## config.mk

```make
export PLATFORM = sky130hd
export DESIGN_NAME = docm_top
export DESIGN_NICKNAME = d
export VERILOG_FILES = /design/src/hdl/docm_pkg.sv /design/src/hdl/docm_delay_timer.sv /design/src/hdl/docm_top.sv
export VERILOG_INCLUDE_DIRS = /design/src /design/src/hdl
export SDC_FILE = /design/constraint.sdc
export NUM_CORES = 1
export LEC_CHECK = 0
export ABC_AREA = 0
export BUFFER_PORTS_ARGS = -buffer_cell sky130_fd_sc_hd__buf_2
export CORE_ASPECT_RATIO = 0.5
export CORE_MARGIN = 2
export CORE_UTILIZATION = 60
export CTS_CLUSTER_SIZE = 16
export DETAILED_ROUTE_END_ITERATION = 10
export PLACE_DENSITY_LB_ADDON = 0.08
export SYNTH_ARGS = -nofsm -noshare
export SYNTH_HDL_FRONTEND = slang
export SYNTH_HIERARCHICAL = 1
export SYNTH_SLANG_ARGS = --single-unit
```

## constraint.sdc

```tcl
create_clock -name mclk -period 7 [get_ports mclk]
set_input_delay 1.05 -clock mclk [delete_from_list [all_inputs] [get_ports mclk]]
set_output_delay 1.05 -clock mclk [all_outputs]
set_load 0.02 [all_outputs]
```

## src/hdl/docm_params.svh

```systemverilog
`ifndef DOCM_PARAMS_SVH
`define DOCM_PARAMS_SVH

// ****************************************************************
// Clock and time base.
// ****************************************************************
`define DOCM_CLK_PERIOD_NS    20
`define DOCM_TENTH_SEC_NS     100000000
`define DOCM_TENTHS_PER_MIN   6'd60

// ****************************************************************
// Output function codes.
// ****************************************************************
`define DOCM_FN_NULL          6'h00
`define DOCM_FN_FREQ_ARRIVAL  6'h01
`define DOCM_FN_FREQ_THRESH   6'h02
`define DOCM_FN_UPPER_ARRIVAL 6'h03
`define DOCM_FN_LOWER_ARRIVAL 6'h04
`define DOCM_FN_COUNT_ARRIVAL 6'h05
`define DOCM_FN_TIMING_ARRIVE 6'h06
`define DOCM_FN_RUN_TIME      6'h0f
`define DOCM_FN_TORQUE        6'h10
`define DOCM_FN_UNDERLOAD     6'h23

// ****************************************************************
// Setting limits (freq 0.01 Hz, time 0.1 s, torque 0.1 %).
// ****************************************************************
`define DOCM_BAND_MAX         16'h03e8
`define DOCM_LAG_MAX          16'h03e8
`define DOCM_DELAY_MAX        10'h3e8
`define DOCM_COUNT_MAX        14'h270f
`define DOCM_TIMING_MAX       16'hfffa
`define DOCM_UL_THR_MAX       12'h7d0

// ****************************************************************
// Setting defaults, for the integrator's reference.
// ****************************************************************
`define DOCM_BAND_DFLT        16'h00fa
`define DOCM_LEVEL_DFLT       16'h1388
`define DOCM_LAG_DFLT         16'h0064
`define DOCM_DELAY_DFLT       10'h000
`define DOCM_UL_THR_DFLT      12'h064
`define DOCM_UL_DELAY_DFLT    10'h032
`define DOCM_OPTIME_DFLT      16'hfffa

// ****************************************************************
// Torque release fraction: release below 4/5 of the reference.
// ****************************************************************
`define DOCM_TRQ_REL_NUM      3'h4
`define DOCM_TRQ_REL_DEN      3'h5

`endif

```

## src/hdl/docm_pkg.sv

```systemverilog
`include "docm_params.svh"

package docm_pkg;
    typedef logic [15:0] docm_freq_t;
    typedef logic [11:0] docm_torque_t;
    typedef logic [9:0]  docm_delay_t;
    typedef logic [5:0]  docm_func_t;
endpackage : docm_pkg

```

## src/hdl/docm_delay_timer.sv

```systemverilog
`timescale 1ns/1ns
`include "docm_params.svh"

module docm_delay_timer
    import docm_pkg::*;
#(
    parameter int DW = 10
) (
    input  wire logic          mclk,
    input  wire logic          rst_b,
    input  wire logic          tick,
    input  wire logic          cond,
    input  wire logic [DW-1:0] delay,
    output logic               active
);

    logic [DW-1:0] cnt_r;
    logic          active_r;
    logic          done;

    // Elapsed once the tick count has caught up with the delay.
    assign done   = (cnt_r >= delay);
    assign active = active_r;

    // ****************************************************************
    // Tick counter.
    // ****************************************************************
    // A lapse of the condition restarts the delay from zero.
    always_ff @(posedge mclk or negedge rst_b) begin
        if (!rst_b) begin
            cnt_r <= '0;
        end else if (!cond) begin
            cnt_r <= '0;
        end else if (tick && !done) begin
            cnt_r <= cnt_r + 1'b1;
        end
    end

    // Output follows the condition only once the delay has elapsed.
    always_ff @(posedge mclk or negedge rst_b) begin
        if (!rst_b) begin
            active_r <= 1'b0;
        end else begin
            active_r <= cond && done;
        end
    end
endmodule : docm_delay_timer

```

## src/hdl/docm_top.sv

```systemverilog
`timescale 1ns/1ns
`include "docm_params.svh"

// What this block does
// - Two outputs, each selecting any condition.
// - Frequency arrival within band around set frequency.
// - Threshold output sets when frequency reaches level.
// - Threshold output holds until level minus lag.
// - Upper/lower limit arrival delayed by own timers.
// - Torque sets at reference, clears below 80%.
// - Count arrival when counter reaches setting.
// - Timing arrival when timing equals setting.
// - Unit selectable; timing cleared while disabled.
// - Run time arrival at preset operating hours.
// - Underload threshold 0..200.0 percent of rated.
// - Underload output active after delay below threshold.
// - Underload clears once torque exceeds threshold.
module docm_top
    import docm_pkg::*;
#(
    parameter int TICK_CYC = `DOCM_TENTH_SEC_NS / `DOCM_CLK_PERIOD_NS
) (
    input  wire logic         mclk,
    input  wire logic         rst_b,
    input  wire docm_freq_t   out_freq,
    input  wire docm_freq_t   set_freq,
    input  wire docm_freq_t   upper_limit_freq,
    input  wire docm_freq_t   lower_limit_freq,
    input  wire docm_torque_t out_torque,
    input  wire docm_torque_t torque_reference,
    input  wire logic [13:0]  counter_value,
    input  wire logic [15:0]  operating_hours,
    input  wire logic         timing_enable,
    input  wire logic         timing_unit_min,
    input  wire docm_freq_t   arrival_band_width,
    input  wire docm_freq_t   threshold_level,
    input  wire docm_freq_t   threshold_lag,
    input  wire docm_delay_t  upper_arrival_delay,
    input  wire docm_delay_t  lower_arrival_delay,
    input  wire logic [13:0]  count_arrival_setting,
    input  wire logic [15:0]  timing_arrival_setting,
    input  wire logic [15:0]  preset_operating_time,
    input  wire docm_torque_t underload_threshold,
    input  wire docm_delay_t  underload_delay,
    input  wire docm_func_t   do_function,
    input  wire docm_func_t   relay_function,
    output logic              do_out,
    output logic              relay_out,
    output logic [15:0]       timing_value
);

    // ****************************************************************
    // Settings clamped to their ranges.
    // ****************************************************************
    docm_freq_t   band;
    docm_freq_t   lag;
    docm_delay_t  up_dly;
    docm_delay_t  lo_dly;
    docm_delay_t  ul_dly;
    logic [13:0]  cnt_set;
    logic [15:0]  tim_set;
    docm_torque_t ul_thr;

    // Out-of-range settings saturate rather than wrap, so a bad value cannot invert a test.
    assign band    = (arrival_band_width > `DOCM_BAND_MAX) ? `DOCM_BAND_MAX : arrival_band_width;
    assign lag     = (threshold_lag > `DOCM_LAG_MAX) ? `DOCM_LAG_MAX : threshold_lag;
    assign up_dly  = (upper_arrival_delay > `DOCM_DELAY_MAX) ? `DOCM_DELAY_MAX
                                                               : upper_arrival_delay;
    assign lo_dly  = (lower_arrival_delay > `DOCM_DELAY_MAX) ? `DOCM_DELAY_MAX
                                                               : lower_arrival_delay;
    assign ul_dly  = (underload_delay > `DOCM_DELAY_MAX) ? `DOCM_DELAY_MAX : underload_delay;
    assign cnt_set = (count_arrival_setting > `DOCM_COUNT_MAX) ? `DOCM_COUNT_MAX
                                                                 : count_arrival_setting;
    assign tim_set = (timing_arrival_setting > `DOCM_TIMING_MAX) ? `DOCM_TIMING_MAX
                                                                   : timing_arrival_setting;
    assign ul_thr  = (underload_threshold > `DOCM_UL_THR_MAX) ? `DOCM_UL_THR_MAX
                                                                : underload_threshold;

    // ****************************************************************
    // Tenth-of-a-second time base.
    // ****************************************************************
    logic [31:0] tick_cnt_r;
    logic        tick;

    assign tick = (tick_cnt_r == 32'(TICK_CYC - 1));

    // Free-running prescaler shared by every delay and by the timing accumulator.
    always_ff @(posedge mclk or negedge rst_b) begin
        if (!rst_b) begin
            tick_cnt_r <= '0;
        end else if (tick) begin
            tick_cnt_r <= '0;
        end else begin
            tick_cnt_r <= tick_cnt_r + 32'h0000_0001;
        end
    end

    // ****************************************************************
    // Frequency arrival and frequency threshold.
    // ****************************************************************
    logic [16:0] freq_diff;
    logic        in_band;
    logic [16:0] release_freq;
    logic        freq_arrival_r;
    logic        freq_threshold_detect_r;

    assign freq_diff    = (out_freq >= set_freq) ? {1'b0, out_freq} - {1'b0, set_freq}
                                                 : {1'b0, set_freq} - {1'b0, out_freq};
    assign in_band      = (freq_diff <= {1'b0, band});
    // Release point saturates at zero so a lag above the level never wraps.
    assign release_freq = (threshold_level > lag) ? {1'b0, threshold_level} - {1'b0, lag}
                                                  : 17'h0_0000;

    // Window test is symmetric: both band edges count as arrived.
    always_ff @(posedge mclk or negedge rst_b) begin
        if (!rst_b) begin
            freq_arrival_r <= 1'b0;
        end else begin
            freq_arrival_r <= in_band;
        end
    end

    // Hysteresis: set at the level, held until the release point is reached.
    always_ff @(posedge mclk or negedge rst_b) begin
        if (!rst_b) begin
            freq_threshold_detect_r <= 1'b0;
        end else if (out_freq >= threshold_level) begin
            freq_threshold_detect_r <= 1'b1;
        end else if ({1'b0, out_freq} <= release_freq) begin
            freq_threshold_detect_r <= 1'b0;
        end
    end

    // ****************************************************************
    // Upper and lower limit arrival with delays.
    // ****************************************************************
    logic upper_limit_freq_arrival;
    logic lower_limit_freq_arrival;

    docm_delay_timer #(
        .DW     (10)
    ) u_upper_delay (
        .mclk   (mclk),
        .rst_b  (rst_b),
        .tick   (tick),
        .cond   (out_freq >= upper_limit_freq),
        .delay  (up_dly),
        .active (upper_limit_freq_arrival)
    );

    docm_delay_timer #(
        .DW     (10)
    ) u_lower_delay (
        .mclk   (mclk),
        .rst_b  (rst_b),
        .tick   (tick),
        .cond   (out_freq <= lower_limit_freq),
        .delay  (lo_dly),
        .active (lower_limit_freq_arrival)
    );

    // ****************************************************************
    // Torque detection and underload.
    // ****************************************************************
    logic [14:0] trq_scaled;
    logic [14:0] ref_scaled;
    logic        torque_detect_r;
    logic        ul_cond_r;
    logic        underload_active;

    assign trq_scaled = 15'(out_torque) * 15'(`DOCM_TRQ_REL_DEN);
    assign ref_scaled = 15'(torque_reference) * 15'(`DOCM_TRQ_REL_NUM);

    // Between 80 % and 100 % of the reference the output keeps its state.
    always_ff @(posedge mclk or negedge rst_b) begin
        if (!rst_b) begin
            torque_detect_r <= 1'b0;
        end else if (out_torque >= torque_reference) begin
            torque_detect_r <= 1'b1;
        end else if (trq_scaled < ref_scaled) begin
            torque_detect_r <= 1'b0;
        end
    end

    // Torque exactly at the threshold keeps the present state, avoiding chatter.
    always_ff @(posedge mclk or negedge rst_b) begin
        if (!rst_b) begin
            ul_cond_r <= 1'b0;
        end else if (out_torque > ul_thr) begin
            ul_cond_r <= 1'b0;
        end else if (out_torque < ul_thr) begin
            ul_cond_r <= 1'b1;
        end
    end

    docm_delay_timer #(
        .DW     (10)
    ) u_underload_delay (
        .mclk   (mclk),
        .rst_b  (rst_b),
        .tick   (tick),
        .cond   (ul_cond_r),
        .delay  (ul_dly),
        .active (underload_active)
    );

    // ****************************************************************
    // Timing accumulator, count and run-time arrival.
    // ****************************************************************
    logic [5:0]  min_pre_r;
    logic        unit_tick;
    logic [15:0] timing_r;
    logic        count_arrival_r;
    logic        timing_arrival_r;
    logic        run_time_arrival_r;

    assign unit_tick    = tick && (!timing_unit_min || (min_pre_r == `DOCM_TENTHS_PER_MIN - 1'b1));
    assign timing_value = timing_r;

    // Minute prescaler counts tenths; it restarts with the accumulator.
    always_ff @(posedge mclk or negedge rst_b) begin
        if (!rst_b) begin
            min_pre_r <= '0;
        end else if (!timing_enable || !timing_unit_min) begin
            min_pre_r <= '0;
        end else if (tick) begin
            min_pre_r <= (min_pre_r == `DOCM_TENTHS_PER_MIN - 1'b1) ? 6'h00 : min_pre_r + 1'b1;
        end
    end

    // Accumulates in tenths of the chosen unit and saturates at the top of its range.
    always_ff @(posedge mclk or negedge rst_b) begin
        if (!rst_b) begin
            timing_r <= '0;
        end else if (!timing_enable) begin
            timing_r <= '0;
        end else if (unit_tick && timing_r < `DOCM_TIMING_MAX) begin
            timing_r <= timing_r + 16'h0001;
        end
    end

    always_ff @(posedge mclk or negedge rst_b) begin
        if (!rst_b) begin
            count_arrival_r    <= 1'b0;
            timing_arrival_r   <= 1'b0;
            run_time_arrival_r <= 1'b0;
        end else begin
            count_arrival_r    <= (counter_value >= cnt_set);
            timing_arrival_r   <= (timing_r == tim_set);
            run_time_arrival_r <= (operating_hours >= preset_operating_time);
        end
    end

    // ****************************************************************
    // Output selection.
    // ****************************************************************
    function automatic logic pick(input docm_func_t fn,
                                  input logic [8:0] c);
        logic r;
        r = 1'b0;
        case (fn)
            `DOCM_FN_FREQ_ARRIVAL:  r = c[0];
            `DOCM_FN_FREQ_THRESH:   r = c[1];
            `DOCM_FN_UPPER_ARRIVAL: r = c[2];
            `DOCM_FN_LOWER_ARRIVAL: r = c[3];
            `DOCM_FN_COUNT_ARRIVAL: r = c[4];
            `DOCM_FN_TIMING_ARRIVE: r = c[5];
            `DOCM_FN_RUN_TIME:      r = c[6];
            `DOCM_FN_TORQUE:        r = c[7];
            `DOCM_FN_UNDERLOAD:     r = c[8];
            default:                r = 1'b0;
        endcase
        return r;
    endfunction : pick

    logic [8:0] cond_vec;
    logic       do_r;
    logic       relay_r;

    assign cond_vec  = {underload_active, torque_detect_r, run_time_arrival_r,
                        timing_arrival_r, count_arrival_r, lower_limit_freq_arrival,
                        upper_limit_freq_arrival, freq_threshold_detect_r, freq_arrival_r};
    assign do_out    = do_r;
    assign relay_out = relay_r;

    // Both terminals select independently; unknown or reserved codes read inactive.
    always_ff @(posedge mclk or negedge rst_b) begin
        if (!rst_b) begin
            do_r    <= 1'b0;
            relay_r <= 1'b0;
        end else begin
            do_r    <= pick(do_function, cond_vec);
            relay_r <= pick(relay_function, cond_vec);
        end
    end
endmodule : docm_top

```

==> results.yml <==
critical_path:
  worstPathRequired_ns: 7.21
  max_stage_delay_ns: 0.67
  worst-path-max-fanout: 14
  path_cells: "buf_2 > or3_1 > a21oi_1 > nor3_1 > nor2_1 > nand2_1 > ha_1 > nor2b_1 > o21a_1 > o21ai_0 > a211oi_1 > a2111oi_0 > buf_4 > nor2_1 > o21ai_0 > ha_1 > nand4_1 > or4_1 > o2111ai_1 > o221ai_1"
  start_kind: "input pin"
  worst-path-buf-inv: 2
  r2r_slack_ns: 3.85
  critPathSlowestCell: "nor2_1"
  criticalPathCategory: "input pin to flop"
  critPathTopFamily: "simple AND/OR/NAND/NOR gates"
  worstPathArrival_ns: 6.14
  end_kind: "flop"
clock_tree:
  clk_pin_slew_worst_paths_ns: 0.08
  cts_sinks: 96
  cts-htree-levels: 3
  postCtsSetupBuffers: 0
  cts_resized: 0
  clk_path_buf_depth: 2
  worstSkewPairLatency_ns: 0.36
  cts_tree: "yes"
  cts_buffers: 9
  cts_root_buf: "clkbuf_16"
  ctsHoldBuffers: 0
synth:
  netlist_area_mm2: 0.0127
  synth-edff-count: 0
  synth_seq_cells: 96
  yosysSeqAreaShare: 0.189
  avgSynthCellArea_um2: 7.99
  synth_cells: 1586
  synth_top_flop_cell: "dfrtp_1"
  ys_types: 67
  yosys_warnings: 6
  async_flop_share: 1.00
timing:
  max_freq_mhz: 169
  post-route-period-util: 0.846
  layout_min_cycle_time_ns: 5.92
  setup_violations: 0
  hold_viol: 0
  rsz0062_at_grt: "false"
  maxSlewHeadroom: 0.388
  finalClockSkew_ns: 0.0112
  slew_viol_final: 0
  tns_ns: 0
  worst_pin_slew_ns: 0.918
finish:
  final_cell_mix: "buf_2 (286), ha_1 (249), inv_1 (171)"
  antenna_cells: 0
  fin_util: 0.712
  fillCellCount: 1695
  drive_gt1_frac: 0.175
  syn_to_final_growth_pct: 15.9
  final_common_cell: "buf_2"
  finalNetCount: 2382
power:
  power_leakage_nw: 7.90
  comb_power_share: 0.389
  internal-power_w: 0.00113
  p_seq_frac: 0.325
  p_clk_frac: 0.286
  powerDensity_mw_per_mm2: 120
  p_switching_w: 0.000635
  ir_drop_mv: 0.123
  switching_share: 0.360
route:
  via_count: 12400
  drt-total-wl_mm: 33.6
  ant_nets: 0
  first_iter_violations: 684
  drc: 0
  drt_first_pass_iters: 5
  viasPerCell: 5.83
  post_drt_wl_per_cell_um: 15.7
placed_design:
  gp_congestion: 0.925
  io_buffers: 287
  hpwl_mm: 27.8
grt:
  grt_remaining_overflow: 0
  antenna_found_initial: 0
  grt_max_degree: 65
  grt_pass1_vias: 12300
  grtUsageTotal: 0.300
  grt_pass1_wl_mm: 55.8
outcome:
  status: "completed"
floorplan:
  die_x_um: 210
  start_util: 0.614
  num_rows: 37
  coreArea_mm2: 0.0206
  num_io_pins: 288
  dieArea_mm2: 0.0224
  die_y_um: 107
flow_run:
  drv_cap: 0
hold_path:
  hold_path.class: "flop to flop"
## power groups by stage
stage          combinational (W)  clock (W)  sequential [W]
4_1_cts                 0.000682   0.000519        0.000573
3_5_place_dp            0.000676          0        0.000583
5_1_grt                 0.000782   0.000540        0.000574
2_1_floorplan           0.000450          0        0.000579
6_report                0.000685   0.000504        0.000572
3_3_place_gp            0.000647          0        0.000584
## layer usage
metal  routed length, um  vias to the layer above  GRT usage
met5                   0                        -          0
met4                 816                        0     0.0998
met3                1470                       80     0.0390
met2               16300                      325      0.546
met1               15000                     5840      0.372
li1                    -                     6204          -
## synthesized netlist by cell type (10+ instances only)
master | n | share of area
o21ai_0 | 61 | 0.024
nor2b_1 | 30 | 0.015
a21boi_0 | 10 | 0.0059
dfrtp_1 | 96 | 0.19
xor2_1 | 35 | 0.024
clkbuf_1 | 39 | 0.012
o21a_1 | 12 | 0.0071
and2_1 | 35 | 0.017
a21o_1 | 55 | 0.033
and3_1 | 28 | 0.014
a211oi_1 | 12 | 0.0071
nor4_1 | 18 | 0.0089
nand2_1 | 117 | 0.035
mux2i_1 | 16 | 0.013
nor3_1 | 32 | 0.013
nor2_1 | 99 | 0.029
inv_1 | 171 | 0.051
ha_1 | 249 | 0.25
o211ai_1 | 17 | 0.010
nand2b_1 | 32 | 0.016
o31ai_1 | 18 | 0.011
nand3_1 | 64 | 0.025
xnor2_1 | 59 | 0.041
a21oi_1 | 91 | 0.036
nand4_1 | 54 | 0.027
or3_1 | 15 | 0.0074
## final cells by class
| class | instances | area, um2 | share of cell area |
|---|---|---|---|
| Timing Repair Buffer | 292 | 1480 | 0.100 |
| Tap cell | 273 | 342 | 0.0232 |
| Sequential cell | 96 | 2400 | 0.163 |
| Clock inverter | 7 | 86.3 | 0.00587 |
| Multi-Input combinational cell | 1289 | 9530 | 0.648 |
| Clock buffer | 9 | 225 | 0.0153 |
| Inverter | 171 | 642 | 0.0437 |
## logic make-up after synthesis
logic type      share of synthesized area
simple gates                        0.238
compound gates                      0.178
fa+ha+maj                           0.252
buf+inv                            0.0632
flops                               0.189
xor+xnor                           0.0649
mux                                0.0135
other cells                      0.000296
## per-stage QoR
step                cells  power [W]  worst slack (ns)  hold WS, ns  instance area, um2
floorplan            1598    0.00103              1.57        0.424               12700
global placement     2121    0.00123              1.02        0.439               14400
detailed placement   2121    0.00126             0.831        0.484               14400
CTS                  2137    0.00177              1.18        0.495               14700
global route         2137    0.00190             0.659        0.514               14700
finish               2137    0.00176              1.08        0.484               14700
## worst register-to-register path: cells and delay by family, from the launching register on
kind | cells | cell delay [ns]
buffers and inverters | 2 | 0.40
DFF | 1 | 0.45
and+or+nand+nor | 6 | 2.05
AOI/OAI and AO/OA | 1 | 0.17
## sequential cells by signal (all words and copies together) (netlist names)
register and count:
do_out 1, run_time_arrival_r 1, u_underload_delay/active 1, torque_detect_r 1, count_arrival_r 1, relay_out 1, timing_value 16, min_pre_r 6
u_upper_delay/cnt_r 10, timing_arrival_r 1, u_upper_delay/active 1, tick_cnt_r 32, u_lower_delay/active 1, u_lower_delay/cnt_r 10, freq_threshold_detect_r 1, freq_arrival_r 1
u_underload_delay/cnt_r 10, ul_cond_r 1
## path summary, 6_finish.rpt
kind	from	endpoint	cells after the start
setup / recovery	threshold_lag[0]	freq_threshold_detect_r	20
hold / removal	tick_cnt_r[0]	tick_cnt_r[0]	1
setup reg to reg	tick_cnt_r[20]	u_lower_delay/cnt_r[9]	9
hold reg to reg	tick_cnt_r[0]	tick_cnt_r[0]	1
max in group asynchronous	rst_b	u_upper_delay/cnt_r[7]	2
min in group asynchronous	rst_b	timing_value[6]	1
(Power assumes the default switching activity.)
